$ cat src/fpu_ctrl_pkg.sv
// constants for the floating-point rounding and exception control block
// assumes a single clock domain and an instruction issue port from the cpu core
//
// Overview of operation
// - cpu exchanges 32-bit values with the unit only through the transfer word; the code also loads and stores the status register directly.
// - combined operations round once at the end; add, subtract, multiply round alone.
// - rounding select 00 is round to nearest, 01 is round toward zero.
// - nearest rounding picks closest value; ties go to even least significant bit.
// - nearest rounding at or past 2^Emax(2-2^-P) gives same-signed infinity.
// - toward-zero drops bits below round bit; overflow saturates to largest magnitude.
// - fpu disable set makes any fp instruction illegal; slot illegal in delay slot.
// - six sources detected: error, invalid, zero divide, overflow, underflow, inexact.
// - cause has six bits; flag and enable have five, error cannot be masked.
// - occurring source sets cause and flag; absent source clears cause only.
// - error always traps; invalid traps if enabled and transform or invalid.
// - overflow, underflow, inexact trap if enabled and possible; zero divide if actual.
// - all fp traps share one exception event; software reads status register.
// - a taken trap leaves destination unchanged; empty cause means no real source.
// - untrapped invalid gives quiet nan; zero divide gives signed infinity.
// - untrapped overflow gives signed largest normal in toward-zero, infinity otherwise.
// - untrapped underflow gives signed denormal or zero, or zero when flushing.
// - inner product and transform always set inexact cause and flag.
// - transform takes invalid trap whenever invalid enable is set.
// - geometric ops may drop small partial products; 24 or 23 significant digits.
// - status load takes 4 cycles; bank toggle inverts bank select in one.
// - pair select 1 makes moves transfer two words; size toggle inverts it.
// - flag bits stay set until software writes zero; hardware never clears them.
package fpu_ctrl_pkg;
    localparam int         WORD_W        = 32;
    localparam logic [31:0] FPSC_RESET   = 32'h0004_0001;
    localparam int         ROUND_LSB     = 0;
    localparam int         FLAG_LSB      = 2;
    localparam int         EN_LSB        = 7;
    localparam int         CAUSE_LSB     = 12;
    localparam int         FLUSH_BIT     = 18;
    localparam int         PR_BIT        = 19;
    localparam int         PAIR_BIT      = 20;
    localparam int         BANK_BIT      = 21;
    localparam logic [31:0] FPSC_WMASK   = 32'h003f_ffff;
    localparam logic [1:0] ROUND_NEAREST = 2'h0;
    localparam logic [1:0] ROUND_ZERO    = 2'h1;
    // exception bit order in a six-bit vector: e v z o u i (5..0)
    localparam int         X_I = 0;
    localparam int         X_U = 1;
    localparam int         X_O = 2;
    localparam int         X_Z = 3;
    localparam int         X_V = 4;
    localparam int         X_E = 5;
    localparam int         SP_EMAX       = 127;
    localparam int         SP_P          = 24;
    localparam int         SP_FRAC_W     = 23;
    localparam logic [30:0] SP_MAXMAG    = 31'h7f7f_ffff;
    localparam logic [30:0] SP_INFMAG    = 31'h7f80_0000;
    localparam logic [31:0] SP_QNAN      = 32'h7fbf_ffff;
    localparam int         FPSC_LOAD_CYC = 4;
    typedef enum logic [3:0] {
        OP_NONE, OP_ADD, OP_SUB, OP_MUL, OP_DIV, OP_MAC, OP_INNER,
        OP_XFORM, OP_LOAD_XFER, OP_STORE_XFER, OP_LOAD_FPSC, OP_STORE_FPSC,
        OP_BANK_TOGGLE, OP_SIZE_TOGGLE, OP_MOVE
    } op_type;
endpackage : fpu_ctrl_pkg

$ cat src/fpu_round_exception_ctrl.sv
// fp control: status register, exception cause/flag/trap and defaults
// assumes one issue per cycle from the cpu core and a separate arithmetic datapath
`timescale 1ns/10ps
`default_nettype none
module fpu_round_exception_ctrl
    import fpu_ctrl_pkg::*;
(
    input  wire logic        clock_in,
    input  wire logic        sys_rst_in,
    input  wire logic        clk_en_in,
    // instruction issue
    input  wire logic        issue_in,
    input  wire op_type      op_in,
    input  wire logic        delay_slot_in,
    input  wire logic        fpu_disable_bit_in,
    input  wire logic [31:0] cpu_data_in,
    // unrounded result and detected conditions from the datapath
    input  wire logic        res_sign_in,
    input  wire logic [9:0]  res_exp_in,
    input  wire logic [23:0] res_mant_in,
    input  wire logic        res_round_in,
    input  wire logic        res_sticky_in,
    input  wire logic        denormal_in_in,
    input  wire logic        invalid_in,
    input  wire logic        zero_divisor_in,
    input  wire logic        may_overflow_in,
    input  wire logic        may_underflow_in,
    input  wire logic        may_inexact_in,
    // answers
    output logic             busy_out,
    output logic [31:0]      cpu_data_out,
    output logic             result_valid_out,
    output logic [31:0]      result_out,
    output logic             dest_write_out,
    output logic             fpu_exception_out,
    output logic             illegal_out,
    output logic             slot_illegal_out,
    output logic             rounding_select_out,
    output logic             denormal_flush_select_out,
    output logic             transfer_pair_select_out,
    output logic             register_bank_select_out
);
    // ============================================================
    // helpers
    // ============================================================
    function automatic logic is_arith(input op_type op);
        return op inside {OP_ADD, OP_SUB, OP_MUL, OP_DIV, OP_MAC, OP_INNER, OP_XFORM};
    endfunction : is_arith

    function automatic logic is_geometric(input op_type op);
        return op inside {OP_INNER, OP_XFORM};
    endfunction : is_geometric

    typedef enum logic [1:0] {S_IDLE, S_LOAD_WAIT} load_state_type;

    logic [31:0]     fp_status_control;
    logic [31:0]     fpu_cpu_transfer_word;
    load_state_type  load_state;
    logic [2:0]      load_cnt;
    logic [31:0]     load_data;
    logic            accept;
    logic            fp_op;
    logic [5:0]      src;
    logic [5:0]      trap_vec;
    logic            trap;
    logic [31:0]     rnd_result;
    logic            rnd_ovf;
    logic            rnd_unf;
    logic            rnd_inx;
    logic [31:0]     default_result;
    logic [4:0]      enables;

    assign enables = fp_status_control[EN_LSB +: 5];
    assign accept  = clk_en_in & issue_in & (load_state == S_IDLE);
    assign fp_op   = op_in != OP_NONE;
    assign busy_out = load_state != S_IDLE;

    // ============================================================
    // rounding: one stage per instruction, so fused ops round once
    // ============================================================
    fpu_round_unit u_round (
        .sign_in                  (res_sign_in),
        .exp_in                   (res_exp_in),
        .mant_in                  (res_mant_in),
        .round_bit_in             (res_round_in),
        .sticky_in                (res_sticky_in),
        .rounding_select_in       (fp_status_control[ROUND_LSB +: 2]),
        .denormal_flush_select_in (fp_status_control[FLUSH_BIT]),
        .result_out               (rnd_result),
        .overflow_out             (rnd_ovf),
        .underflow_out            (rnd_unf),
        .inexact_out              (rnd_inx)
    );

    // ============================================================
    // exception detection and trap decision
    // ============================================================
    always_comb begin
        src = 6'h00;
        if (is_arith(op_in)) begin
            src[X_E] = denormal_in_in & ~fp_status_control[FLUSH_BIT];
            src[X_V] = invalid_in;
            src[X_Z] = (op_in == OP_DIV) & zero_divisor_in;
            src[X_O] = rnd_ovf & ~invalid_in & ~src[X_Z];
            src[X_U] = rnd_unf & ~invalid_in & ~src[X_Z];
            src[X_I] = (rnd_inx & ~invalid_in & ~src[X_Z]) | is_geometric(op_in);
        end
        trap_vec        = 6'h00;
        trap_vec[X_E]   = src[X_E];
        trap_vec[X_V]   = enables[X_V] & ((op_in == OP_XFORM) | src[X_V]);
        trap_vec[X_Z]   = enables[X_Z] & src[X_Z];
        trap_vec[X_O]   = enables[X_O] & may_overflow_in;
        trap_vec[X_U]   = enables[X_U] & may_underflow_in;
        trap_vec[X_I]   = enables[X_I] & (may_inexact_in | is_geometric(op_in));
        trap = is_arith(op_in) & (|trap_vec);
    end

    // untrapped results
    always_comb begin
        default_result = rnd_result;
        if (src[X_V]) begin
            default_result = SP_QNAN;
        end else if (src[X_Z]) begin
            default_result = {res_sign_in, SP_INFMAG};
        end
        // overflow and underflow defaults come from the rounding stage
    end

    // ============================================================
    // status/control register
    // ============================================================
    always_ff @(posedge clock_in) begin
        if (sys_rst_in) begin
            fp_status_control <= FPSC_RESET;
        end else if (clk_en_in) begin
            if (load_state == S_LOAD_WAIT && load_cnt == 3'h0) begin
                fp_status_control <= load_data & FPSC_WMASK;
            end else if (accept && !fpu_disable_bit_in) begin
                case (op_in)
                    OP_BANK_TOGGLE: begin
                        fp_status_control[BANK_BIT] <= ~fp_status_control[BANK_BIT];
                    end
                    OP_SIZE_TOGGLE: begin
                        fp_status_control[PAIR_BIT] <= ~fp_status_control[PAIR_BIT];
                    end
                    default: begin
                        if (is_arith(op_in)) begin
                            fp_status_control[CAUSE_LSB +: 6] <= src;
                            // flags only ever gain bits here
                            fp_status_control[FLAG_LSB +: 5] <=
                                fp_status_control[FLAG_LSB +: 5] | src[4:0];
                        end
                    end
                endcase
            end
        end
    end

    // status load holds the unit for a few cycles before it lands
    always_ff @(posedge clock_in) begin
        if (sys_rst_in) begin
            load_state <= S_IDLE;
            load_cnt   <= 3'h0;
            load_data  <= 32'h0;
        end else if (clk_en_in) begin
            case (load_state)
                S_IDLE: begin
                    if (accept && !fpu_disable_bit_in && op_in == OP_LOAD_FPSC) begin
                        load_state <= S_LOAD_WAIT;
                        load_cnt   <= 3'(FPSC_LOAD_CYC - 2);
                        load_data  <= cpu_data_in;
                    end
                end
                S_LOAD_WAIT: begin
                    if (load_cnt == 3'h0) begin
                        load_state <= S_IDLE;
                    end else begin
                        load_cnt <= load_cnt - 3'h1;
                    end
                end
                default: load_state <= S_IDLE;
            endcase
        end
    end

    // ============================================================
    // transfer word and cpu read data
    // ============================================================
    always_ff @(posedge clock_in) begin
        if (sys_rst_in) begin
            fpu_cpu_transfer_word <= 32'h0;
        end else if (clk_en_in && accept && !fpu_disable_bit_in
                     && op_in == OP_LOAD_XFER) begin
            fpu_cpu_transfer_word <= cpu_data_in;
        end
    end

    always_ff @(posedge clock_in) begin
        if (sys_rst_in) begin
            cpu_data_out <= 32'h0;
        end else if (clk_en_in && accept && !fpu_disable_bit_in) begin
            if (op_in == OP_STORE_XFER) begin
                cpu_data_out <= fpu_cpu_transfer_word;
            end else if (op_in == OP_STORE_FPSC) begin
                cpu_data_out <= fp_status_control;
            end
        end
    end

    // ============================================================
    // per-instruction answers
    // ============================================================
    always_ff @(posedge clock_in) begin
        if (sys_rst_in) begin
            result_valid_out  <= 1'b0;
            result_out        <= 32'h0;
            dest_write_out    <= 1'b0;
            fpu_exception_out <= 1'b0;
            illegal_out       <= 1'b0;
            slot_illegal_out  <= 1'b0;
        end else if (clk_en_in) begin
            result_valid_out  <= 1'b0;
            dest_write_out    <= 1'b0;
            fpu_exception_out <= 1'b0;
            illegal_out       <= 1'b0;
            slot_illegal_out  <= 1'b0;
            if (accept && fp_op) begin
                if (fpu_disable_bit_in) begin
                    illegal_out      <= ~delay_slot_in;
                    slot_illegal_out <= delay_slot_in;
                end else if (is_arith(op_in)) begin
                    result_valid_out  <= 1'b1;
                    result_out        <= default_result;
                    fpu_exception_out <= trap;
                    dest_write_out    <= ~trap;
                end
            end
        end
    end

    // geometric ops accept datapath error within the 24/23-digit bound
    assign rounding_select_out       = fp_status_control[ROUND_LSB];
    assign denormal_flush_select_out = fp_status_control[FLUSH_BIT];
    assign transfer_pair_select_out  = fp_status_control[PAIR_BIT];
    assign register_bank_select_out  = fp_status_control[BANK_BIT];
endmodule : fpu_round_exception_ctrl
`default_nettype wire

$ cat src/fpu_round_unit.sv
// single-precision rounding stage: one rounding of an unrounded significand
// assumes a normalised 24-bit significand plus guard/sticky from the datapath
`timescale 1ns/10ps
`default_nettype none
module fpu_round_unit
    import fpu_ctrl_pkg::*;
(
    input  wire logic        sign_in,
    input  wire logic [9:0]  exp_in,
    input  wire logic [23:0] mant_in,
    input  wire logic        round_bit_in,
    input  wire logic        sticky_in,
    input  wire logic [1:0]  rounding_select_in,
    input  wire logic        denormal_flush_select_in,
    output logic [31:0]      result_out,
    output logic             overflow_out,
    output logic             underflow_out,
    output logic             inexact_out
);
    logic        inc;
    logic [24:0] sum;
    logic [9:0]  exp_adj;
    logic [22:0] frac;
    always_comb begin
        inc = 1'b0;
        if (rounding_select_in == ROUND_NEAREST) begin
            // ties go to the even significand
            inc = round_bit_in & (sticky_in | mant_in[0]);
        end
        // toward zero never increments: lower bits are simply dropped
        sum     = {1'b0, mant_in} + {24'h000000, inc};
        exp_adj = sum[24] ? exp_in + 10'h001 : exp_in;
        frac    = sum[24] ? sum[23:1] : sum[22:0];
        inexact_out   = round_bit_in | sticky_in;
        overflow_out  = 1'b0;
        underflow_out = 1'b0;
        result_out    = {sign_in, exp_adj[7:0], frac};
        if (!exp_adj[9] && exp_adj >= 10'(2 * SP_EMAX + 1)) begin
            overflow_out = 1'b1;
            inexact_out  = 1'b1;
            if (rounding_select_in == ROUND_NEAREST) begin
                result_out = {sign_in, SP_INFMAG};
            end else begin
                result_out = {sign_in, SP_MAXMAG};
            end
        end else if (exp_adj[9] || exp_adj == 10'h000) begin
            underflow_out = 1'b1;
            inexact_out   = 1'b1;
            // flushing gives signed zero; else the datapath denormal is kept coarsely
            result_out = denormal_flush_select_in ? {sign_in, 31'h0}
                                                  : {sign_in, 8'h00, frac};
        end
    end
endmodule : fpu_round_unit
`default_nettype wire

$ cat config.mk
export PLATFORM = sky130hd
export DESIGN_NAME = fpu_round_exception_ctrl
export DESIGN_NICKNAME = d
export VERILOG_FILES = /design/src/fpu_ctrl_pkg.sv /design/src/fpu_round_exception_ctrl.sv /design/src/fpu_round_unit.sv
export SDC_FILE = /design/constraint.sdc
export NUM_CORES = 1
export LEC_CHECK = 0
export BUFFER_PORTS_ARGS = -buffer_cell sky130_fd_sc_hd__buf_2
export CORE_UTILIZATION = 26
export DETAILED_ROUTE_END_ITERATION = 8
export SLEW_MARGIN = 40
export SYNTH_ARGS = -nofsm -noshare
export SYNTH_HDL_FRONTEND = slang
export SYNTH_HIERARCHICAL = 1
export SYNTH_SLANG_ARGS = --single-unit
$ cat constraint.sdc
create_clock -name clock_in -period 9.54 [get_ports clock_in]
set_clock_uncertainty 0.15 [all_clocks]
set_input_delay 1.908 -clock clock_in [delete_from_list [all_inputs] [get_ports clock_in]]
set_output_delay 1.908 -clock clock_in [all_outputs]
set_load 0.02 [all_outputs]
==> flow_summary_export.csv, run 1 <==
group,metric,value,unit
pwr,p_int,1.098,mW
logic_synthesis,synth_mux_area_share,3.833,%
critical_path,cp_slowest_stage_delay,0.69,ns
min_path,holdCritStartpoint,"load_data[8]",
drt,viasPerCell,4.887,
critical_path,crit_required,9.71,ns
critical_path,reg2reg_slack,4.78,ns
drt,drc,0,
logic_synthesis,synth_area,0.007507,sq mm
critical_path,cp_cell_sequence,"buf_2, o21ai_0, nor2_1, ha_1, ha_1, nand3_2, nor4_4, and2_1, a31oi_1, o41ai_4, nand2_1, inv_2, or4_1, nand2b_1, a21oi_1, o31ai_1, o31ai_1",
sta,hold_viol,0,
logic_synthesis,synth_cells,918,
critical_path,critPathCaptureType,"flip-flop",
logic_synthesis,ys.flop_type,"dfxtp_1",
clock_tree,max-clock-path-buffers,2,
clock_tree,cts_resized,0,
finish,fill_cells,3070,
grt,grt_pass1_vias,6443,
min_path,hold_depth,2,
die,ios,159,
logic_synthesis,ys_ff_latch,149,
grt,gr-total-overflow,0,
drt,drt-total-wl,23.12,mm
finish,final_common_cell,"nand2_1",
pwr,swShare,26.05,%
pwr,p_leak,3.375,nW
die,dieArea,0.02956,sq mm
logic_synthesis,synth_nets,1008,
sta,max_slew_margin,43.79,%
clock_tree,numCtsBuffers,17,
die,die_y,171.9,um
place,portBuffers,158,
logic_synthesis,yosys_warnings,6,
critical_path,worstReg2RegStart,"fp_status_control[0]",
logic_synthesis,ys_async_sr_fraction,0,%
critical_path,critical_path_class,"in -> reg",
finish,final_cell_mix,"nand2_1 (171), buf_2 (157), dfxtp_1 (149), a21oi_1 (99), nor2_1 (84)",
drt,dr_total_vias,6945,
die,fp-row-count,61,
logic_synthesis,synth_fa_ha_area_share,0.8333,%
pwr,power,1.485,mW
finish,fin_util,32.25,%
sta,slew_violations,0,
clock_tree,clock-root-buffer,"clkbuf_16",
critical_path,crit_slowest_cell,"and2_1",
die,coreArea,0.02809,sq mm
logic_synthesis,ys_types,81,
drt,drt_pass1_iterations,5,
clock_tree,insertion_delay,0.42,ns
critical_path,cp-start-kind,"input pin",
logic_synthesis,synth-seq-area-share,39.73,%
logic_synthesis,synth_enable_flop_cells,0,
clock_tree,post_cts_buffers,0,
sta,final.period_utilization,59.43,%
die,die_w,171.9,um
grt,grt_antenna_before_repair,7,
sta,holdWs,0.2996,ns
sta,rsz0062_at_grt,"no",
finish,area_delta_synth_final,20.67,%
clock_tree,cts_hold_buf,0,
critical_path,r2r-end,"fp_status_control[12]",
clock_tree,tritoncts,"yes",
critical_path,r2r_cells,16,
grt,grt_max_degree,74,
grt,track_usage,15.60,%
die,initial_core_util,26.73,%
sta,max_slew.worst_pin.slew,0.8431,ns
min_path,hold_class,"reg -> reg",
pwr,clkPwrFrac,48.7,%
logic_synthesis,synth_compound_area_share,20.23,%
run,drv_cap,0,
sta,tns,0,ns
sta,setup_violations,0,
logic_synthesis,synth_top_family_by_area,"simple AND/OR/NAND/NOR gates",
pwr,powerDensity,164.0,mW/mm^2
critical_path,crit_arrival,5.84,ns
clock_tree,cts.htree.levels,4,
place,post-place-cells,1384,
pwr,peakVddDrop,0.0001213,V
logic_synthesis,syn_area_per_cell,8.178,sq um
place,hpwl,16.29,mm
critical_path,cp_max_fo,16,
sta,min_period,5.670,ns
pwr,seqPwrFrac,42.7,%
place,gp_congestion,0.8946,
sta,fmax,176.4,MHz
clock_tree,clock_sinks,149,
drt,wl_per_cell,16.27,um
clock_tree,clk_pin_slew,0.07,ns
drt,final_antenna_net_count,0,
pwr,combPwrFrac,8.6,%
min_path,holdPathEnd,"fp_status_control[8]",
status,outcome,"complete, no violations",
finish,finalNetCount,1115,
pwr,p_sw,0.3868,mW
finish,final_cells,1421,
logic_synthesis,synthSimpleGateAreaFrac,25.83,%
drt,drt_iter0_markers,573,
grt,grt_pass1_wl,35.66,mm
finish,drive_above_1_share,22.93,%
logic_synthesis,synth_xor_area_share,3.267,%
[kinds of logic after synthesis]
family                     after synthesis
AOI/OAI and AO/OA                      230
xor gates and xnor gates                28
adders and majority gates                5
buffers and inverters                   85
DFF                                    149
muxes                                   28
and+or+nand+nor                        393
[worst max-delay path, delay by kind of cell]
family          cells  cell delay, ns
compound gates      6            1.21
fa+ha+maj           2            0.40
buf+inv             2            0.23
simple gates        7            2.08
[per-stage QoR]
step | area [sq um] | setup slack [ns]
after floorplan | 7507 | 4.371
after global placement | 8386 | 3.193
after detailed placement | 8397 | 3.489
after CTS | 9031 | 3.952
after global routing | 9051 | 3.534
final | 9059 | 3.870
[worst max path at each step]
stage                    from                    end  slack [ns]  depth (start not counted)
3_5_place_dp    res_sticky_in  fp_status_control[12]        3.49                         17
5_1_grt        res_mant_in[0]  fp_status_control[12]        3.53                         17
2_1_floorplan   res_sticky_in  fp_status_control[12]        4.37                         16
6_report        res_sticky_in  fp_status_control[12]        3.87                         17
3_3_place_gp    res_sticky_in         result_out[14]        3.19                         14
4_1_cts         res_sticky_in  fp_status_control[12]        3.95                         17
[power by group through the flow]
stage          sequential (mW)  clock (mW)  combinational [mW]
2_1_floorplan            0.655           0              0.0722
3_3_place_gp             0.649           0               0.125
3_5_place_dp             0.649           0               0.126
4_1_cts                  0.635       0.737               0.126
5_1_grt                  0.635       0.766               0.140
6_report                 0.635       0.723               0.127
[routing by layer]
layer / share of wire [%] / global-route usage [%]
met5: 0.10 / 0
met4: 1.9 / 6.195
met3: 5.7 / 4.097
met2: 47 / 24.86
met1: 46 / 19.95
[final cells by class]
class                           instances  area, sq um  share of cell area, %
Tap cell                              378        473.0                  5.221
Inverter                               11        41.29                 0.4558
Sequential cell                       149         2983                  32.93
Multi-Input combinational cell        684         4091                  45.17
Antenna cell                            5        12.51                 0.1381
Clock buffer                           17        425.4                  4.696
Clock inverter                         15        209.0                  2.307
Timing Repair Buffer                  162        823.3                  9.088
[cell usage after synthesis, types with 5 or more instances]
master	number	share of area [%]
o32ai_1	5	0.58
nand4_1	10	0.83
and3_1	7	0.58
nand3_1	23	1.5
mux2i_1	25	3.3
xnor2_1	14	1.6
inv_1	10	0.50
ha_1	5	0.83
nor2b_1	7	0.58
o21ai_0	23	1.5
o22ai_1	9	0.75
buf_6	8	1.2
clkbuf_1	34	1.7
dfxtp_1	149	40
nor2_1	84	4.2
o31ai_1	7	0.70
or2_2	6	0.50
nor3_1	26	1.7
a211oi_1	44	4.4
a21oi_1	99	6.6
buf_2	20	1.3
and2_1	6	0.50
buf_4	9	0.90
nand3b_1	12	1.2
xor2_1	14	1.6
o31ai_2	6	1.0
a31oi_1	6	0.50
nand2_1	171	8.6
[sequential cells by signal, summed over array words and instances, names as in the netlist]
name,flops
cpu_data_out,32
dest_write_out,1
fp_status_control,22
fpu_cpu_transfer_word,32
fpu_exception_out,1
illegal_out,1
load_cnt,3
load_data,22
load_state,1
result_out,32
result_valid_out,1
slot_illegal_out,1
Power figures use the tool's default switching activity.
==> run 2, diff against run 1 <==
==> constraint.sdc (replaced) <==
create_clock -name clock_in -period 5.9 [get_ports clock_in]
set_clock_uncertainty 0.15 [all_clocks]
set_input_delay 1.18 -clock clock_in [delete_from_list [all_inputs] [get_ports clock_in]]
set_output_delay 1.18 -clock clock_in [all_outputs]
set_load 0.02 [all_outputs]
==> flow_summary_export.csv, run 2 (synthesis gave the netlist of run 1 again) <==
group,metric,value,unit
status,outcome,"complete, no violations",
critical_path,critPathLaunch,"res_mant_in[0]",
clock_tree,clock-root-buffer,"clkbuf_16",
sta,rsz0062_at_grt,"no",
finish,final_cells,1422,
critical_path,cp_cell_sequence,"buf_2, o21ai_0, nor2_1, ha_1, ha_1, nand3_2, nor4_4, nand4b_1, xnor2_1, inv_1, nand2_1, inv_2, or4_1, nand2b_1, a21oi_1, o31ai_1, o31ai_1",
die,ios,159,
finish,area_delta_synth_final,19.62,%
grt,grt_antenna_before_repair,5,
drt,dr_total_vias,6940,
pwr,peakVddDrop,0.0001900,V
critical_path,cp_slowest_stage_delay,0.60,ns
grt,gr-total-overflow,0,
sta,fmax,207.3,MHz
critical_path,worstReg2RegStart,"fp_status_control[0]",
critical_path,cp_max_fo,8,
critical_path,critPathBufInv,3,
sta,holdWs,0.2974,ns
drt,drc,0,
place,post-place-cells,1386,
min_path,holdCritStartpoint,"load_data[1]",
finish,drive_above_1_share,22.88,%
grt,track_usage,15.62,%
place,hpwl,16.54,mm
finish,reg.largest.list,"cpu_data_out x32, fpu_cpu_transfer_word x32, result_out x32",
min_path,hold_class,"reg -> reg",
die,die_w,171.9,um
finish,finalNetCount,1117,
finish,final_common_cell,"nand2_1",
die,dieArea,0.02956,sq mm
drt,wl_per_cell,16.25,um
pwr,powerDensity,250.7,mW/mm^2
drt,viasPerCell,4.880,
sta,final.period_utilization,81.75,%
sta,tns,0,ns
clock_tree,post_cts_buffers,0,
die,die_y,171.9,um
finish,fin_util,31.97,%
clock_tree,cts_hold_buf,0,
clock_tree,clk_pin_slew,0.06,ns
grt,grt_pass1_vias,6386,
clock_tree,tritoncts,"yes",
pwr,p_leak,3.347,nW
grt,grt_pass1_wl,35.68,mm
critical_path,crit_arrival,4.94,ns
drt,drt_pass1_iterations,4,
clock_tree,cts_resized,0,
die,initial_core_util,26.73,%
place,portBuffers,158,
finish,final_cell_area,0.008980,sq mm
clock_tree,cts.htree.levels,4,
run,drv_cap,0,
sta,hold_viol,0,
drt,final_antenna_net_count,0,
place,placed_area,0.008411,sq mm
clock_tree,clock_sinks,149,
critical_path,crit_slowest_cell,"nor4_4",
grt,grt_max_degree,94,
drt,drt_iter0_markers,583,
critical_path,crit_required,6.02,ns
sta,min_period,4.823,ns
clock_tree,insertion_delay,0.43,ns
clock_tree,max-clock-path-buffers,2,
sta,max_slew_margin,47.38,%
sta,setup_violations,0,
sta,max_slew.worst_pin.slew,0.7886,ns
clock_tree,numCtsBuffers,17,
sta,slew_violations,0,
critical_path,critical_path_class,"in -> reg",
drt,drt-total-wl,23.11,mm
place,gp_congestion,0.8650,
die,fp-row-count,61,
finish,final_cell_mix,"nand2_1 (171), buf_2 (157), dfxtp_1 (149), a21oi_1 (99), nor2_1 (84)",
critical_path,path_delay_family,"simple AND/OR/NAND/NOR gates",
critical_path,critPathCaptureType,"flip-flop",
critical_path,cp-start-kind,"input pin",
die,coreArea,0.02809,sq mm
==> run 2: power breakdown <==
group          switching [mW]  leakage (nW)  internal, mW
clock                   0.469         0.271         0.551
combinational           0.133          1.87        0.0716
sequential            0.00795          1.20          1.02
total                   0.610          3.35          1.64
==> run 2: final cells by class <==
class | count | area (sq um)
inverters | 11 | 41.29
multi-input cells | 684 | 4086
flip-flops and latches | 149 | 2983
fillers | 3064 | 19110
repair buffers | 164 | 842.1
clock inverters | 14 | 115.1
clock buffers | 18 | 429.2
diodes | 4 | 10.01
well taps | 378 | 473.0
==> run 2: tightest hold or removal path, cell delays in order (launching register included) <==
cell,delay (ns)
dfxtp_1,0.31
nand2_1,0.05
a21oi_1,0.05
==> run 2: metal layers <==
layer	track usage, %	vias up	part of all wire [%]
met5	0	-	0.052
met4	5.925	2	2.3
met3	4.349	35	6.1
met2	25.05	165	46
met1	19.79	3262	45
li1	-	3476	-
==> run 2: through the flow <==
step / setup WS, ns / power [mW]
4_1_cts: 1.134 / 2.271
2_1_floorplan: 1.459 / 1.175
6_report: 1.077 / 2.251
3_5_place_dp: 0.7166 / 1.253
5_1_grt: 0.8272 / 2.335
3_3_place_gp: 0.7782 / 1.252
==> run 2: path summary, 6_finish.rpt <==
path / to / depth (start not counted) / slack [ns]
worst min register to register: fp_status_control[1] / 2 / 0.30
worst max-delay path: fp_status_control[12] / 17 / 1.08
worst max register to register: fp_status_control[12] / 16 / 1.23
worst min-delay path: fp_status_control[1] / 2 / 0.30
